File: config.mk
export PLATFORM = sky130hd
export DESIGN_NAME = usart_core
export DESIGN_NICKNAME = d
export VERILOG_FILES = /design/src/inc/usart_pkg.sv /design/src/logic/usart_core.sv
export SDC_FILE = /design/constraint.sdc
export NUM_CORES = 1
export LEC_CHECK = 0
export ABC_AREA = 1
export BUFFER_PORTS_ARGS = -buffer_cell sky130_fd_sc_hd__buf_2
export CORE_UTILIZATION = 30
export DETAILED_ROUTE_END_ITERATION = 12
export GPL_ROUTABILITY_DRIVEN = 1
export PLACE_DENSITY = 0.44
export RECOVER_POWER = 50
export SYNTH_ARGS = -nofsm -noshare
export SYNTH_HDL_FRONTEND = slang
export SYNTH_SLANG_ARGS = --single-unit
File: constraint.sdc
create_clock -name sys_clk -period 2 [get_ports sys_clk]
set_input_delay 0.3 -clock sys_clk [delete_from_list [all_inputs] [get_ports sys_clk]]
set_output_delay 0.3 -clock sys_clk [all_outputs]
set_load 0.1 [all_outputs]
File: src/inc/usart_pkg.sv
package usart_pkg;
   // ------------------------------------------------------------
   // frame format
   // ------------------------------------------------------------
   localparam int          CLK_HZ        = 200_000_000;
   localparam int          BAUD_DEFAULT  = 115_200;
   localparam int          DATA_MAX      = 9;
   localparam logic [3:0]  BITS_DEFAULT  = 4'h8;
   localparam logic [3:0]  BITS_MIN      = 4'h5;
   localparam int          RX_DEPTH      = 2;
   localparam logic        LINE_IDLE     = 1'b1;
   localparam logic        START_LEVEL   = 1'b0;
   localparam logic [1:0]  STOP_ONE      = 2'h1;
   localparam logic [1:0]  STOP_TWO      = 2'h2;

   typedef enum logic [2:0] {
      TX_IDLE   = 3'b000,
      TX_START  = 3'b001,
      TX_DATA   = 3'b010,
      TX_PARITY = 3'b011,
      TX_STOP   = 3'b100
   } tx_state_t;

   typedef enum logic [1:0] {
      RX_IDLE   = 2'b00,
      RX_DATA   = 2'b01,
      RX_PARITY = 2'b10,
      RX_STOP   = 2'b11
   } rx_state_t;
endpackage

File: src/logic/usart_core.sv
// Overview of operation
// - buffer-empty flag high when transmit buffer empty, low while it holds data
// - buffer-empty request held while flag, its enable and global enable set
// - data write clears buffer-empty flag; request drops together with the flag
// - done flag sets when frame fully sent and buffer empty
// - done flag clears on interrupt service or written one
// - done request raised when flag set with both enables
// - parity enable inserts parity after last data bit before first stop
// - clearing transmit enable waits until shifter and buffer empty
// - disabled transmitter releases the serial output pin
// - receive enable takes over the serial input pin
// - synchronous mode samples on the external transfer clock
// - reception starts on valid start bit, shifts bits to first stop
// - second stop bit ignored by receiver
// - first stop bit moves frame into receive buffer if a slot is free or a read frees one that cycle
// - unused upper bits of short characters read as zero
// - data read advances receive buffer; status shows next frame
// - parity is xor of data bits, inverted for odd
// - lower parity bit selects odd or even
// - ready flag high while unread data in receive buffer
module usart_core #(
   parameter int BAUD = usart_pkg::BAUD_DEFAULT
) (
   input  wire logic       sys_clk,                // system clock
   input  wire logic       reset,                  // sync reset, high
   input  wire logic       transmitter_enable_bit, // transmit enable
   input  wire logic       receiver_enable_bit,    // receive enable
   input  wire logic       parity_enable_bit,      // parity on
   input  wire logic       parity_odd_select,      // odd parity
   input  wire logic       two_stop_bits,          // two stop bits on transmit
   input  wire logic [3:0] char_bits,              // data bits 5..9
   input  wire logic       sync_mode,              // synchronous operation
   input  wire logic       external_transfer_clock,// xfer clock, sampled
   input  wire logic       global_irq_enable,      // global enable
   input  wire logic       tx_empty_irq_enable,    // empty irq enable
   input  wire logic       tx_done_irq_enable,     // done irq enable
   input  wire logic       tx_done_irq_ack,        // done irq serviced
   input  wire logic       tx_done_clear,          // written one to done
   input  wire logic       data_write,             // write data register
   input  wire logic [7:0] data_wdata,             // low data byte
   input  wire logic       tx_ninth_bit,           // ninth bit to send
   input  wire logic       data_read,              // read data register
   output logic      [7:0] data_window_register,   // low byte of head
   output logic            rx_ninth_bit,           // ninth bit of head
   output logic            frame_error_flag,       // head stop bit bad
   output logic            overrun_flag,           // frame lost
   output logic            parity_error_flag,      // head parity bad
   output logic            rx_ready_flag,          // unread data
   output logic            tx_buffer_empty_flag,   // buffer empty
   output logic            tx_done_flag,           // transmit complete
   output logic            tx_empty_irq,           // empty request
   output logic            tx_done_irq,            // done request
   input  wire logic       serial_in_pin,          // serial input
   output logic            serial_out_pin,         // serial output
   output logic            serial_out_oe_n,        // low: block drives pin
   output logic            serial_in_owned         // high: pin taken by rx
);
   localparam int DIV = usart_pkg::CLK_HZ / BAUD;

   function automatic logic par_of(input logic [8:0] d, input logic [3:0] n,
                                   input logic odd);
      logic p;
      p = odd;
      for (int i = 0; i < usart_pkg::DATA_MAX; i++)
         if (4'(i) < n)
            p = p ^ d[i];
      return p;
   endfunction

   // ------------------------------------------------------------
   // bit timing
   // ------------------------------------------------------------
   // sync mode uses the transfer clock edges, else an internal divider
   logic xck_q;
   logic [15:0] tick_cnt_q;
   logic [15:0] rx_cnt_q;
   logic tx_tick, xck_rise, xck_fall, tx_load;
   always_ff @(posedge sys_clk)
      if (reset) xck_q <= 1'b0;
      else       xck_q <= external_transfer_clock;
   assign xck_rise = external_transfer_clock & ~xck_q;
   assign xck_fall = ~external_transfer_clock & xck_q;
   // restart on load, else a start bit from idle can come out cut short
   always_ff @(posedge sys_clk)
      if (reset || tx_load || tick_cnt_q == 16'(DIV - 1)) tick_cnt_q <= 16'h0000;
      else                                     tick_cnt_q <= tick_cnt_q + 16'h0001;
   assign tx_tick = sync_mode ? xck_fall : (tick_cnt_q == 16'(DIV - 1));

   // ------------------------------------------------------------
   // transmitter
   // ------------------------------------------------------------
   usart_pkg::tx_state_t tx_state_q;
   logic [8:0] tx_buf_q, tx_sh_q;
   logic       tx_full_q, tx_active_q, tx_on_q, tx_out_q, tx_done_q;
   logic [3:0] tx_idx_q;
   logic       tx_par_q, tx_stop2_q, tx_last;

   assign tx_last = (tx_state_q == usart_pkg::TX_STOP) && tx_tick &&
                    !(two_stop_bits && !tx_stop2_q);
   // shifter reloads when idle or right after the last stop bit
   // sync mode waits for a transfer clock fall so the start bit is whole
   assign tx_load = tx_full_q && tx_on_q &&
                    ((tx_state_q == usart_pkg::TX_IDLE && (!sync_mode || tx_tick)) ||
                     tx_last);

   always_ff @(posedge sys_clk)
      if (reset)
      begin
         tx_full_q <= 1'b0;
         tx_buf_q  <= 9'h000;
      end
      else if (data_write)
      begin
         tx_full_q <= 1'b1;
         tx_buf_q  <= {tx_ninth_bit, data_wdata};
      end
      else if (tx_load)
         tx_full_q <= 1'b0;
   assign tx_buffer_empty_flag = ~tx_full_q;

   // enable drops only once nothing is pending
   always_ff @(posedge sys_clk)
      if (reset) tx_on_q <= 1'b0;
      else if (transmitter_enable_bit) tx_on_q <= 1'b1;
      else if (!tx_full_q && tx_state_q == usart_pkg::TX_IDLE)
         tx_on_q <= 1'b0;

   always_ff @(posedge sys_clk)
      if (reset)
      begin
         tx_state_q <= usart_pkg::TX_IDLE;
         tx_sh_q    <= 9'h000;
         tx_idx_q   <= 4'h0;
         tx_par_q   <= 1'b0;
         tx_stop2_q <= 1'b0;
         tx_out_q   <= usart_pkg::LINE_IDLE;
      end
      else if (tx_load)
      begin
         tx_state_q <= usart_pkg::TX_START;
         tx_sh_q    <= tx_buf_q;
         tx_par_q   <= par_of(tx_buf_q, char_bits, parity_odd_select);
         tx_idx_q   <= 4'h0;
         tx_stop2_q <= 1'b0;
         tx_out_q   <= usart_pkg::START_LEVEL;
      end
      else if (tx_tick)
      begin
         unique case (tx_state_q)
            usart_pkg::TX_IDLE:
               tx_out_q <= usart_pkg::LINE_IDLE;
            usart_pkg::TX_START, usart_pkg::TX_DATA:
               if (tx_state_q == usart_pkg::TX_DATA && tx_idx_q == char_bits)
               begin
                  if (parity_enable_bit)
                  begin
                     tx_state_q <= usart_pkg::TX_PARITY;
                     tx_out_q   <= tx_par_q;
                  end
                  else
                  begin
                     tx_state_q <= usart_pkg::TX_STOP;
                     tx_out_q   <= usart_pkg::LINE_IDLE;
                  end
               end
               else
               begin
                  tx_state_q <= usart_pkg::TX_DATA;
                  tx_out_q   <= tx_sh_q[0];
                  tx_sh_q    <= tx_sh_q >> 1;
                  tx_idx_q   <= tx_idx_q + 4'h1;
               end
            usart_pkg::TX_PARITY:
            begin
               tx_state_q <= usart_pkg::TX_STOP;
               tx_out_q   <= usart_pkg::LINE_IDLE;
            end
            usart_pkg::TX_STOP:
               if (two_stop_bits && !tx_stop2_q)
                  tx_stop2_q <= 1'b1;
               else
                  tx_state_q <= usart_pkg::TX_IDLE;
            default:
               tx_state_q <= usart_pkg::TX_IDLE;
         endcase
      end
   assign serial_out_pin  = tx_on_q ? tx_out_q : usart_pkg::LINE_IDLE;
   assign serial_out_oe_n = ~tx_on_q;

   // done flag: set beats clear when both land together
   always_ff @(posedge sys_clk)
      if (reset) tx_done_q <= 1'b0;
      else if (tx_last && !tx_full_q) tx_done_q <= 1'b1;
      else if (tx_done_irq_ack || tx_done_clear) tx_done_q <= 1'b0;
   assign tx_done_flag = tx_done_q;
   assign tx_empty_irq = tx_buffer_empty_flag & tx_empty_irq_enable &
                         global_irq_enable;
   assign tx_done_irq  = tx_done_q & tx_done_irq_enable & global_irq_enable;

   // ------------------------------------------------------------
   // receiver
   // ------------------------------------------------------------
   usart_pkg::rx_state_t rx_state_q;
   logic [8:0]  rx_sh_q;
   logic [3:0]  rx_idx_q;
   logic        rx_pbit_q, rx_wait_q, rx_ovr_q, rx_sample, rx_push, rx_store;
   logic [11:0] rx_fifo_q [usart_pkg::RX_DEPTH];  // {ovr, pe, fe, data9}
   logic [1:0]  rx_cnt_fill_q;
   logic        rx_in;

   assign serial_in_owned = receiver_enable_bit;
   assign rx_in = receiver_enable_bit ? serial_in_pin : usart_pkg::LINE_IDLE;
   // async mode samples mid-bit, counted from the start edge
   assign rx_sample = sync_mode ? xck_rise : (rx_cnt_q == 16'(DIV - 1));
   // constant reset value, else an unknown count never clears
   always_ff @(posedge sys_clk)
      if (reset)
         rx_cnt_q <= 16'(DIV / 2);
      else if (rx_sample ||
               (rx_state_q == usart_pkg::RX_IDLE && !sync_mode && rx_in))
         rx_cnt_q <= (rx_state_q == usart_pkg::RX_IDLE && !rx_sample) ?
                     16'(DIV / 2) : 16'h0000;
      else
         rx_cnt_q <= rx_cnt_q + 16'h0001;

   assign rx_push = rx_sample && rx_state_q == usart_pkg::RX_STOP;
   always_ff @(posedge sys_clk)
      if (reset || !receiver_enable_bit)
      begin
         rx_state_q <= usart_pkg::RX_IDLE;
         rx_sh_q    <= 9'h000;
         rx_idx_q   <= 4'h0;
         rx_pbit_q  <= 1'b0;
      end
      else if (rx_sample)
      begin
         unique case (rx_state_q)
            usart_pkg::RX_IDLE:
               if (rx_in == usart_pkg::START_LEVEL)
               begin
                  rx_state_q <= usart_pkg::RX_DATA;
                  rx_idx_q   <= 4'h0;
                  rx_sh_q    <= 9'h000;
               end
            usart_pkg::RX_DATA:
            begin
               rx_sh_q[rx_idx_q] <= rx_in;
               rx_idx_q          <= rx_idx_q + 4'h1;
               if (rx_idx_q + 4'h1 == char_bits)
                  rx_state_q <= parity_enable_bit ? usart_pkg::RX_PARITY
                                                  : usart_pkg::RX_STOP;
            end
            usart_pkg::RX_PARITY:
            begin
               rx_pbit_q  <= rx_in;
               rx_state_q <= usart_pkg::RX_STOP;
            end
            usart_pkg::RX_STOP:
               rx_state_q <= usart_pkg::RX_IDLE;
         endcase
      end

   // overrun: buffer full, shifter waiting, new start seen
   always_ff @(posedge sys_clk)
      if (reset || !receiver_enable_bit) rx_wait_q <= 1'b0;
      else if (rx_push && rx_cnt_fill_q == 2'(usart_pkg::RX_DEPTH) && !data_read)
         rx_wait_q <= 1'b1;
      else if (rx_wait_q && rx_cnt_fill_q != 2'(usart_pkg::RX_DEPTH))
         rx_wait_q <= 1'b0;
   always_ff @(posedge sys_clk)
      if (reset || !receiver_enable_bit) rx_ovr_q <= 1'b0;
      else if (rx_wait_q && rx_sample && rx_state_q == usart_pkg::RX_IDLE &&
               rx_in == usart_pkg::START_LEVEL)
         rx_ovr_q <= 1'b1;
      else if (rx_store)
         rx_ovr_q <= 1'b0;                 // a lost frame must not clear it

   logic [11:0] rx_entry;
   assign rx_entry = {rx_ovr_q,
                      parity_enable_bit &&
                      (rx_pbit_q != par_of(rx_sh_q, char_bits, parity_odd_select)),
                      rx_in != usart_pkg::LINE_IDLE, rx_sh_q};

   logic pop;
   assign pop = data_read && rx_cnt_fill_q != 2'h0;
   assign rx_store = rx_push && (rx_cnt_fill_q < 2'(usart_pkg::RX_DEPTH) || pop);
   always_ff @(posedge sys_clk)
      if (reset || !receiver_enable_bit)
      begin
         rx_cnt_fill_q <= 2'h0;
         for (int i = 0; i < usart_pkg::RX_DEPTH; i++)
            rx_fifo_q[i] <= 12'h000;
      end
      else
      begin
         if (pop)
            rx_fifo_q[0] <= rx_fifo_q[1];
         if (rx_store)
            rx_fifo_q[pop ? 1'(rx_cnt_fill_q - 2'h1) : 1'(rx_cnt_fill_q)]
               <= rx_entry;
         rx_cnt_fill_q <= rx_cnt_fill_q - {1'b0, pop} + {1'b0, rx_store};
      end

   // upper bits above the character width read as zero
   logic [7:0] rx_mask;
   assign rx_mask = 8'(9'h0ff >> (4'h8 - ((char_bits > 4'h8) ? 4'h8 : char_bits)));
   assign data_window_register = rx_fifo_q[0][7:0] & rx_mask;
   assign rx_ninth_bit      = rx_fifo_q[0][8] & (char_bits > 4'h8);
   assign frame_error_flag  = rx_fifo_q[0][9];
   assign parity_error_flag = rx_fifo_q[0][10];
   assign overrun_flag      = rx_fifo_q[0][11];
   assign rx_ready_flag     = rx_cnt_fill_q != 2'h0;

   // ------------------------------------------------------------
   // assertions
   // ------------------------------------------------------------
   property p_empty_after_write;
      @(posedge sys_clk) disable iff (reset) data_write |=> !tx_buffer_empty_flag;
   endproperty
   a_empty_after_write: assert property (p_empty_after_write) else $error("empty flag set after write");
   property p_empty_irq;
      @(posedge sys_clk) disable iff (reset)
         tx_empty_irq == (tx_buffer_empty_flag && tx_empty_irq_enable && global_irq_enable);
   endproperty
   a_empty_irq: assert property (p_empty_irq) else $error("empty irq mismatch");
   property p_done_set;
      @(posedge sys_clk) disable iff (reset) (tx_last && !tx_full_q) |=> tx_done_flag;
   endproperty
   a_done_set: assert property (p_done_set) else $error("done flag not set");
   property p_done_clr;
      @(posedge sys_clk) disable iff (reset)
         ((tx_done_clear || tx_done_irq_ack) && !(tx_last && !tx_full_q)) |=> !tx_done_flag;
   endproperty
   a_done_clr: assert property (p_done_clr) else $error("done flag not cleared");
   property p_release;
      @(posedge sys_clk) disable iff (reset)
         (!transmitter_enable_bit && !tx_full_q && tx_state_q == usart_pkg::TX_IDLE)
         |=> serial_out_oe_n;
   endproperty
   a_release: assert property (p_release) else $error("pin not released");
   property p_hold_on;
      @(posedge sys_clk) disable iff (reset) (tx_full_q && tx_on_q) |=> !serial_out_oe_n;
   endproperty
   a_hold_on: assert property (p_hold_on) else $error("disabled with data pending");
   property p_ready;
      @(posedge sys_clk) disable iff (reset) rx_push && receiver_enable_bit |=> rx_ready_flag;
   endproperty
   a_ready: assert property (p_ready) else $error("ready not set after frame");
   property p_mask;
      @(posedge sys_clk) disable iff (reset)
         char_bits == usart_pkg::BITS_MIN |-> data_window_register[7:5] == 3'h0;
   endproperty
   a_mask: assert property (p_mask) else $error("upper bits not masked");
   c_tx_frame: cover property (@(posedge sys_clk) disable iff (reset) tx_last);
   c_rx_frame: cover property (@(posedge sys_clk) disable iff (reset) rx_push);
   c_overrun:  cover property (@(posedge sys_clk) disable iff (reset) overrun_flag);
endmodule

==> results of run 1 <==
[cells in the final DEF (no fill, tap or decap), drive strengths merged, types with 2 or more instances in the layout]
cell type	instances
nand3b	4
and3	2
inv	122
nand2	187
or2	6
nor3	13
a21oi	53
a22oi	2
o21ai	47
dfxtp	84
clkbuf	26
nand4	11
ha	17
edfxtp	24
nand3	78
nor2	115
xor2	14
clkinv	4
nor3b	5
xnor2	8
buf	78
[stage by stage]
stage | cell area [µm²] | std cells | setup WS, ns | setup TNS, ns | hold slack, ns
after floorplan | 6000 | 817 | -0.0572 | -0.0572 | 0.413
after global placement | 6950 | 1152 | 0.00806 | 0 | 0.430
after detailed placement | 6950 | 1152 | -0.0369 | -0.0369 | 0.433
after CTS | 7230 | 1168 | 0.0140 | 0 | 0.136
after global routing | 7250 | 1169 | 0.00446 | 0 | 0.159
final | 7250 | 1169 | 0.107 | 0 | 0.146
[cells by family (layout without fill, tap and decap cells)]
group,count (synthesis),count (layout),share of synthesized area [%]
buffers and inverters,139,231,9.70
adders and majority gates,17,17,3.63
DFF,108,108,41.0
and+or+nand+nor,424,424,32.9
xor gates and xnor gates,22,22,3.29
AOI/OAI and AO/OA,107,107,9.47
[where the power goes]
group,internal (µW),total (µW),switching (µW)
Clock,853,1710,853
Sequential,2280,2320,36.7
Combinational,207,597,390
[per-layer routing]
metal	GRT usage [%]	share of wire [%]	vias up
met2	23.9	45	49
met3	1.99	1.9	12
met5	0	0	-
li1	-	-	2794
met1	19.9	51	2287
met4	5.60	1.4	0
[area by class of cell]
| class | count | share of cell area (%) |
|---|---|---|
| Timing Repair Buffer | 95 | 10.1 |
| Inverter | 120 | 6.22 |
| Tap cell | 260 | 4.49 |
| Multi-Input combinational cell | 570 | 42.2 |
| Clock buffer | 9 | 3.11 |
| Clock inverter | 7 | 0.673 |
| Sequential cell | 108 | 33.2 |
[state kept, by name, summed over array words and instances, names as in the netlist, 2 cells and up]
signal and count:
rx_fifo_q 24, tx_sh_q 9, rx_cnt_q 16, rx_sh_q 9
rx_cnt_fill_q 2, tx_buf_q 9, tx_state_q 3, tick_cnt_q 16
tx_idx_q 4, rx_idx_q 4, rx_state_q 2
[final timing paths]
path	slack, ns	startpoint	end
min reg2reg	0.44	tick_cnt_q[0]	tick_cnt_q[0]
max	0.11	char_bits[0]	data_window_register[1]
min	0.15	transmitter_enable_bit	tx_on_q
max reg2reg	0.18	tick_cnt_q[0]	tick_cnt_q[9]
[timing repair]
item | CTS | global route
pin swaps | 0 | 2
buffers inserted | 0 | 2
resized for setup | 1 | 16
endpoints found under the setup margin | 1 | 39
[worst reg2reg max path, stage by stage (launching register included)]
cell	delay, ns
dfxtp_1	0.35
ha_1	0.20
nand3_1	0.12
nor2_2	0.14
nand3_2	0.13
nand2_4	0.12
nand3_4	0.09
nand2_4	0.08
nand2_4	0.11
nand3_2	0.08
buf_4	0.22
nor3_1	0.07
==> metrics, run 1 <==
share of layout cells above drive strength 1 19.5%; Initial Util 31.0%; GP Congestion 0.793; cts bufs inserted 9; Setup Crit Path Kind primary input to output port; P&R area growth vs syn 23.8%; crit share post-route 94.6%; Pins Over Slew Limit 0; #FFs+latches synth 108; CTS Hold Buffers Added 0; Tot Pwr 4620 µW; half-perimeter wire length after placement 10600 µm; clock latency on the worst-skew pair 0.36 ns; Netlist cell types 41; vias in the first global route 4758; leakage power 0.00302 µW; mapped cell area 5860 µm²; Setup Skew 0.0112 ns; count leader, synth nand2_1; clk slew on worst S/H paths 0.07 ns; Synth top area share 28.7%; arrival time at the worst endpoint 1.59 ns; final WL 13800 µm; largest net degree at the start of global routing 21; synthesized netlist cell count 817; DRC Markers 0; core area 18900 µm²; grt ovf 0; Top Ports 50; Vert. Die Dim 142 µm; Synth top cells by count nand2_1, inv_1, nor2_1; Yosys warnings 0; Worst path slowest cell ha_4; Clock Path Buffers 2; multi-input logic area 3060 µm²; die area 20100 µm²; Antenna diodes 0; Mapped Avg Cell Area 7.17 µm²; Tmin final 1.89 ns; sequential-to-total area share from yosys stat 41.0%; sequential cell area 2400 µm²; reg2reg path depth 11; PwrDens 638 nW/µm²; first-pass GRT wire length 23500 µm; Final setup viols 0; measured slew at the worst slew-check pin 1.16 ns; peak supply drop 0.422 mV; Via density 4.40; Root Driver clkbuf_16; Fmax 0.528 GHz; CP max FO 3; H-tree depth 3; critical path's top delay family simple AND/OR/NAND/NOR gates; initial antenna violation count 0; port bufs 49; DR iter-0 viols 246; cell taking the most area after synthesis dfxtp_1; RSZ-0062 raised after global routing no; clk sinks 108; number of synthesized flops with an enable pin 24; Cell Chain, Critical Path buf_2, nor2_4, nand2_2, nand2_2, nand2_4, ha_4, inv_2, ha_4, o21ai_2, nor2_4, buf_12; Fin. Hold Viols 0; worst path bufs/invs 3; Final nets 951; status complete, no violations; antenna-violating nets left 0; Max stage delay on crit path 0.22 ns; syn_nets 864; Relative slew margins 23.3%; CTS tree yes; Crit path required time 1.70 ns; asr flop ratio synth 0%; total track usage 14.8%; die width 142 µm; endpoint type of the worst setup path output port; CP Launch Type primary input; final design utilization 38.4%; Row Count 50; MaxCap Viol Count 0; top_reg_cell synth dfxtp_1; WL/cell 11.8 µm; vias 5142; Worst Hold Depth 3; Synth area leaders dfxtp_1, edfxtp_1, nand2_1; Crit. path cell count 11; Layout fillers 2073; DRT Pass-1 Iters 4; min-delay worst type primary input to flop
No activity file was read; power rests on OpenSTA's default activity.
==> run 2: changes to the inputs <==
--- a/config.mk
+++ b/config.mk
@@ -7,10 +7,12 @@
 export LEC_CHECK = 0
 export ABC_AREA = 1
 export BUFFER_PORTS_ARGS = -buffer_cell sky130_fd_sc_hd__buf_2
+export CELL_PAD_IN_SITES_DETAIL_PLACEMENT = 1
+export CELL_PAD_IN_SITES_GLOBAL_PLACEMENT = 1
 export CORE_UTILIZATION = 30
 export DETAILED_ROUTE_END_ITERATION = 12
 export GPL_ROUTABILITY_DRIVEN = 1
-export PLACE_DENSITY = 0.44
+export PLACE_DENSITY = 0.58
 export RECOVER_POWER = 50
 export SYNTH_ARGS = -nofsm -noshare
 export SYNTH_HDL_FRONTEND = slang
==> metrics, run 2 (synthesis gave the netlist of run 1 again) <==
die width 142 µm (unchanged); routed wl met3 341 µm (+31%); clk slew on worst S/H paths 0.07 ns (about the same); status complete, no violations; DRT Pass-1 Iters 4 (unchanged); die area 20100 µm² (unchanged); Relative slew margins 22.9% (-0.40 points); RSZ-0062 raised after global routing yes; Vert. Die Dim 142 µm (unchanged); core area 18900 µm² (unchanged); Cell Chain, Critical Path buf_2, nor2_4, nand2_2, nand2_4, nand2_4, ha_4, inv_2, ha_4, o21ai_2, nor2_4, buf_12; endpoint type of the worst setup path output port; DRC Markers 0 (unchanged); Crit path required time 1.70 ns (about the same); min-delay worst type primary input to flop; P&R area growth vs syn 24.7%; Worst path slowest cell ha_4; DP Area 6890 µm² (-0.83%); half-perimeter wire length after placement 12700 µm (+19%); clock latency on the worst-skew pair 0.36 ns (about the same); vias 5460 (+6.2%); DR iter-0 viols 173 (-30%); final design utilization 38.7% (+0.30 points); largest net degree at the start of global routing 20 (-4.8%); cts bufs inserted 9 (unchanged); Root Driver clkbuf_16; critical path's top delay family simple AND/OR/NAND/NOR gates; Setup Crit Path Kind primary input to output port; worst path bufs/invs 3 (unchanged); Max stage delay on crit path 0.22 ns (about the same); Top Ports 50 (unchanged); port bufs 49 (unchanged); Biggest register rx_fifo_q; MaxCap Viol Count 0 (unchanged); H-tree depth 3 (unchanged); antenna-violating nets left 0 (unchanged); most frequent cells in the layout nand2_1, inv_1, nor2_1; peak supply drop 0.329 mV (-22%); Layout fillers 2391 (+15%); Initial Util 31.0% (unchanged); registers with the most flip-flops rx_fifo_q x24, rx_cnt_q x16, tick_cnt_q x16; Antenna diodes 0 (unchanged); final setup TNS 0 ns (unchanged); total track usage 16.9% (+2.1 points); clk sinks 108 (unchanged); Clock Path Buffers 2 (unchanged); initial antenna violation count 1 (+1); leakage power 0.00303 µW (+0.30%); WL met1 7450 µm (+4.7%); CP Launch Type primary input; Via density 4.68 (+6.4%); first-pass GRT wire length 27100 µm (+15%); share of layout cells above drive strength 1 20.0% (+0.48 points); grt ovf 0 (unchanged); Fmax 0.527 GHz (-0.18%); fin area 7300 µm² (+0.79%); CTS tree yes; Tot Pwr 4690 µW (+1.4%); Final setup viols 0 (unchanged); max reg flops 24 (unchanged); arrival time at the worst endpoint 1.60 ns (about the same); CP max FO 3 (unchanged); met2 WL 8230 µm (+31%); GP Congestion 0.784 (-1.1%); WL/cell 13.9 µm (+17%); measured slew at the worst slew-check pin 1.16 ns (+0.00602 ns); vias in the first global route 5566 (+17%); Setup Skew 0.0129 ns (+0.00172 ns); commonest non-fill, non-tap cell in the layout nand2_1; Fin. Hold Viols 0 (unchanged); Final nets 949 (-0.21%); crit share post-route 94.8% (+0.17 points); final WL 16200 µm (+17%); Row Count 50 (unchanged); Tmin final 1.90 ns (+0.00343 ns); PwrDens 642 nW/µm² (+0.56%); Pins Over Slew Limit 0 (unchanged); top layer reached by signal wires met4
-- run 2: per-stage QoR --
stage               hold WS [ns]  std cells  setup slack (ns)
floorplan                  0.413        817           -0.0572
global placement           0.427       1146           -0.0215
detailed placement         0.433       1146           -0.0422
CTS                        0.141       1162           0.00253
global route               0.152       1167          0.000331
finish                     0.157       1167             0.104
-- run 2: report_power, final --
part	switching (µW)	internal (µW)	leakage (µW)
registers	40.4	2280	0.000952
logic	399	203	0.00193
clock network	892	868	0.000143
-- run 2: worst reg2reg max path: cells and delay by family (launching register included) --
kind | cells | cell delay [ns]
flops | 1 | 0.33
simple gates | 4 | 0.62
buf+inv | 3 | 0.34
fa+ha+maj | 1 | 0.26
-- run 2: timing repair --
item | 4_1_cts | 5_1_grt
hold buffers | 0 | 0
resized for setup | 2 | 24
cloned | 0 | 1
endpoints found under the setup margin | 1 | 52
buffers inserted | 0 | 5
pin swaps | 0 | 6
-- run 2: final cells by class --
type | count | area (µm²) | area share [%]
clock inverters | 7 | 57.6 | 0.788
repair buffers | 93 | 758 | 10.4
clock buffers | 9 | 225 | 3.08
inverters | 120 | 453 | 6.20
multi-input cells | 570 | 3070 | 42.1
flip-flops and latches | 108 | 2410 | 33.0
well taps | 260 | 325 | 4.45
-- run 2: path summary, 6_finish.rpt --
check,from,endpoint,slack [ns],cells past startpoint
worst max register to register,rx_cnt_fill_q[1],rx_fifo_q[0][8],0.13,8
worst max-delay path,char_bits[1],data_window_register[1],0.10,11
worst min-delay path,transmitter_enable_bit,tx_on_q,0.16,3
worst min register to register,tick_cnt_q[0],tick_cnt_q[0],0.41,1
-- run 2: metal layers --
metal  global-route usage (%)  vias to the layer above
li1                         -                     2776
met1                     21.1                     2629
met2                     30.2                       43
met3                     2.53                       12
met4                     4.41                        0
met5                        0                        -
==> run 3: changes to the inputs <==
==> constraint.sdc (replaced) <==
create_clock -name sys_clk -period 2 [get_ports sys_clk]
set_input_delay 0.2 -clock sys_clk [delete_from_list [all_inputs] [get_ports sys_clk]]
set_output_delay 0.2 -clock sys_clk [all_outputs]
set_load 0.1 [all_outputs]
==> metrics, run 3 (synthesis gave the netlist of run 1 again) <==
Initial Util 31.0% (unchanged); clock latency on the worst-skew pair 0.36 ns (about the same); DRC Markers 0 (unchanged); PwrDens 660 nW/µm² (+2.9%); registers with the most flip-flops rx_fifo_q x24, rx_cnt_q x16, tick_cnt_q x16; arrival time at the worst endpoint 1.68 ns (+0.08 ns); commonest non-fill, non-tap cell in the layout nand2_1; Fmax 0.531 GHz (+0.72%); initial antenna violation count 1 (unchanged); Fin. Hold Viols 0 (unchanged); antenna-violating nets left 0 (unchanged); share of layout cells above drive strength 1 17.5% (-2.4 points); DRT Pass-1 Iters 4 (unchanged); largest net degree at the start of global routing 20 (unchanged); crit share post-route 94.1% (-0.68 points); Pins Over Slew Limit 0 (unchanged); Final nets 948 (-0.11%); Row Count 50 (unchanged); Min-Delay Endpoint tx_on_q; clk slew on worst S/H paths 0.09 ns (+0.02 ns); Reg power frac 48.8% (-0.8 points); Reg-to-Reg Start rx_cnt_fill_q[1]; Relative slew margins 22.8% (-0.14 points); Clock Path Buffers 2 (unchanged); CP Launch Type primary input; worst hold start transmitter_enable_bit; final setup TNS 0 ns (unchanged); final WL 15800 µm (-2.2%); Setup Skew 0.0117 ns (-0.00115 ns); CTS tree yes; Final setup viols 0 (unchanged); Via density 4.69 (+0.27%); Comb pwr share 12.2% (-0.6 points); GP Congestion 0.783 (-0.15%); vias 5470 (+0.18%); half-perimeter wire length after placement 12500 µm (-0.91%); clk sinks 108 (unchanged); total track usage 16.8% (-0.11 points); first-pass GRT wire length 26800 µm (-1.2%); vias in the first global route 5628 (+1.1%); Top Ports 50 (unchanged); Tmin final 1.88 ns (-0.0136 ns); RR Endpoint rx_cnt_fill_q[1]; peak supply drop 0.396 mV (+20%); Biggest register rx_fifo_q; grt ovf 0 (unchanged); P&R area growth vs syn 23.2%; reg2reg path depth 9 (+1); DR iter-0 viols 154 (-11%); measured slew at the worst slew-check pin 1.16 ns (+0.00217 ns); MaxCap Viol Count 0 (unchanged); Worst Hold Depth 3 (unchanged); critical path launch point char_bits[2]; Clk pwr share 39.0% (+1.4 points); die width 142 µm (unchanged); core area 18900 µm² (unchanged); die area 20100 µm² (unchanged); Antenna diodes 0 (unchanged); endpoint type of the worst setup path output port; CP max FO 4 (+1); min-delay worst type primary input to flop; WL/cell 13.6 µm (-2.1%); cts bufs inserted 9 (unchanged); port bufs 49 (unchanged); Vert. Die Dim 142 µm (unchanged); FF-to-FF setup slack 0.16 ns (+0.03 ns); final hold slack 0.0440 ns (-0.113 ns); Crit path required time 1.80 ns (+0.10 ns); leakage power 0.00299 µW (-1.2%); Root Driver clkbuf_16; Psw 1340 µW (+1.0%); Int Pwr 3420 µW (+1.9%); status complete, no violations; Setup Crit Path Kind primary input to output port; H-tree depth 3 (unchanged); most frequent cells in the layout nand2_1, inv_1, nor2_1; max reg flops 24 (unchanged); Sw Share 28.2% (-0.18 points)
run 3: changes by cell type in the layout (fill, tap and decap cells not counted), sizes merged:
cell / before / now
clkinv: 4 / 2
inv: 123 / 122
buf: 89 / 74
clkbuf: 13 / 29
clkinvlp: 0 / 1
run 3: worst max-delay path, stage by stage:
cell     delay, ns
buf_2         0.12
inv_1         0.12
nand2_1       0.09
nand2_1       0.08
nand2_1       0.08
ha_1          0.21
inv_1         0.09
ha_4          0.21
o21ai_0       0.22
nor2_2        0.09
buf_12        0.17
run 3: worst max path at each step:
| stage | to | slack [ns] | cells after the start |
|---|---|---|---|
| after floorplan | data_window_register[1] | -0.26 | 10 |
| after global placement | data_window_register[2] | 0.06 | 12 |
| after detailed placement | data_window_register[2] | 0.02 | 12 |
| after CTS | data_window_register[2] | 0.02 | 12 |
| after global routing | rx_fifo_q[0][2] | -0.01 | 12 |
| final | data_window_register[1] | 0.12 | 11 |
run 3: timing repair:
action | 4_1_cts | 5_1_grt
gates resized for setup | 0 | 16
hold buffers | 0 | 0
buffers inserted | 0 | 6
endpoints found under the hold margin | 0 | 0
endpoints found under the setup margin | 0 | 58
run 3: final cells by class:
cell class	instances	area, µm²
inverter	120	450
multi-input combinational	570	3010
sequential	108	2410
tap	260	325
clock buffer	11	253
clock inverter	5	52.6
timing repair buffer	92	721
fill	2408	11700
run 3: per-stage QoR:
stage	std cells	utilization, %	worst slack [ns]	cell area (µm²)	total power (µW)
floorplan	817	-	-0.261	5930	2740
global placement	1144	36.2	0.0626	6830	2940
detailed placement	1144	36.2	0.0162	6830	2960
CTS	1160	37.8	0.0180	7140	4830
global route	1166	38.2	-0.0118	7220	4980
finish	1166	38.2	0.117	7220	4760
run 3: power groups by stage:
stage,clock network (µW),registers (µW),logic [µW]
2_1_floorplan,0,2380,362
3_3_place_gp,0,2370,570
3_5_place_dp,0,2370,583
4_1_cts,1930,2320,585
5_1_grt,2000,2330,642
6_report,1860,2320,581
run 3: per-layer routing:
| layer | vias up | wire length [µm] | global-route usage (%) |
|---|---|---|---|
| met4 | 2 | 247 | 5.77 |
| li1 | 2789 | - | - |
| met3 | 18 | 430 | 2.87 |
| met5 | - | 13 | 0 |
| met1 | 2619 | 7160 | 19.9 |
| met2 | 42 | 7980 | 30.4 |
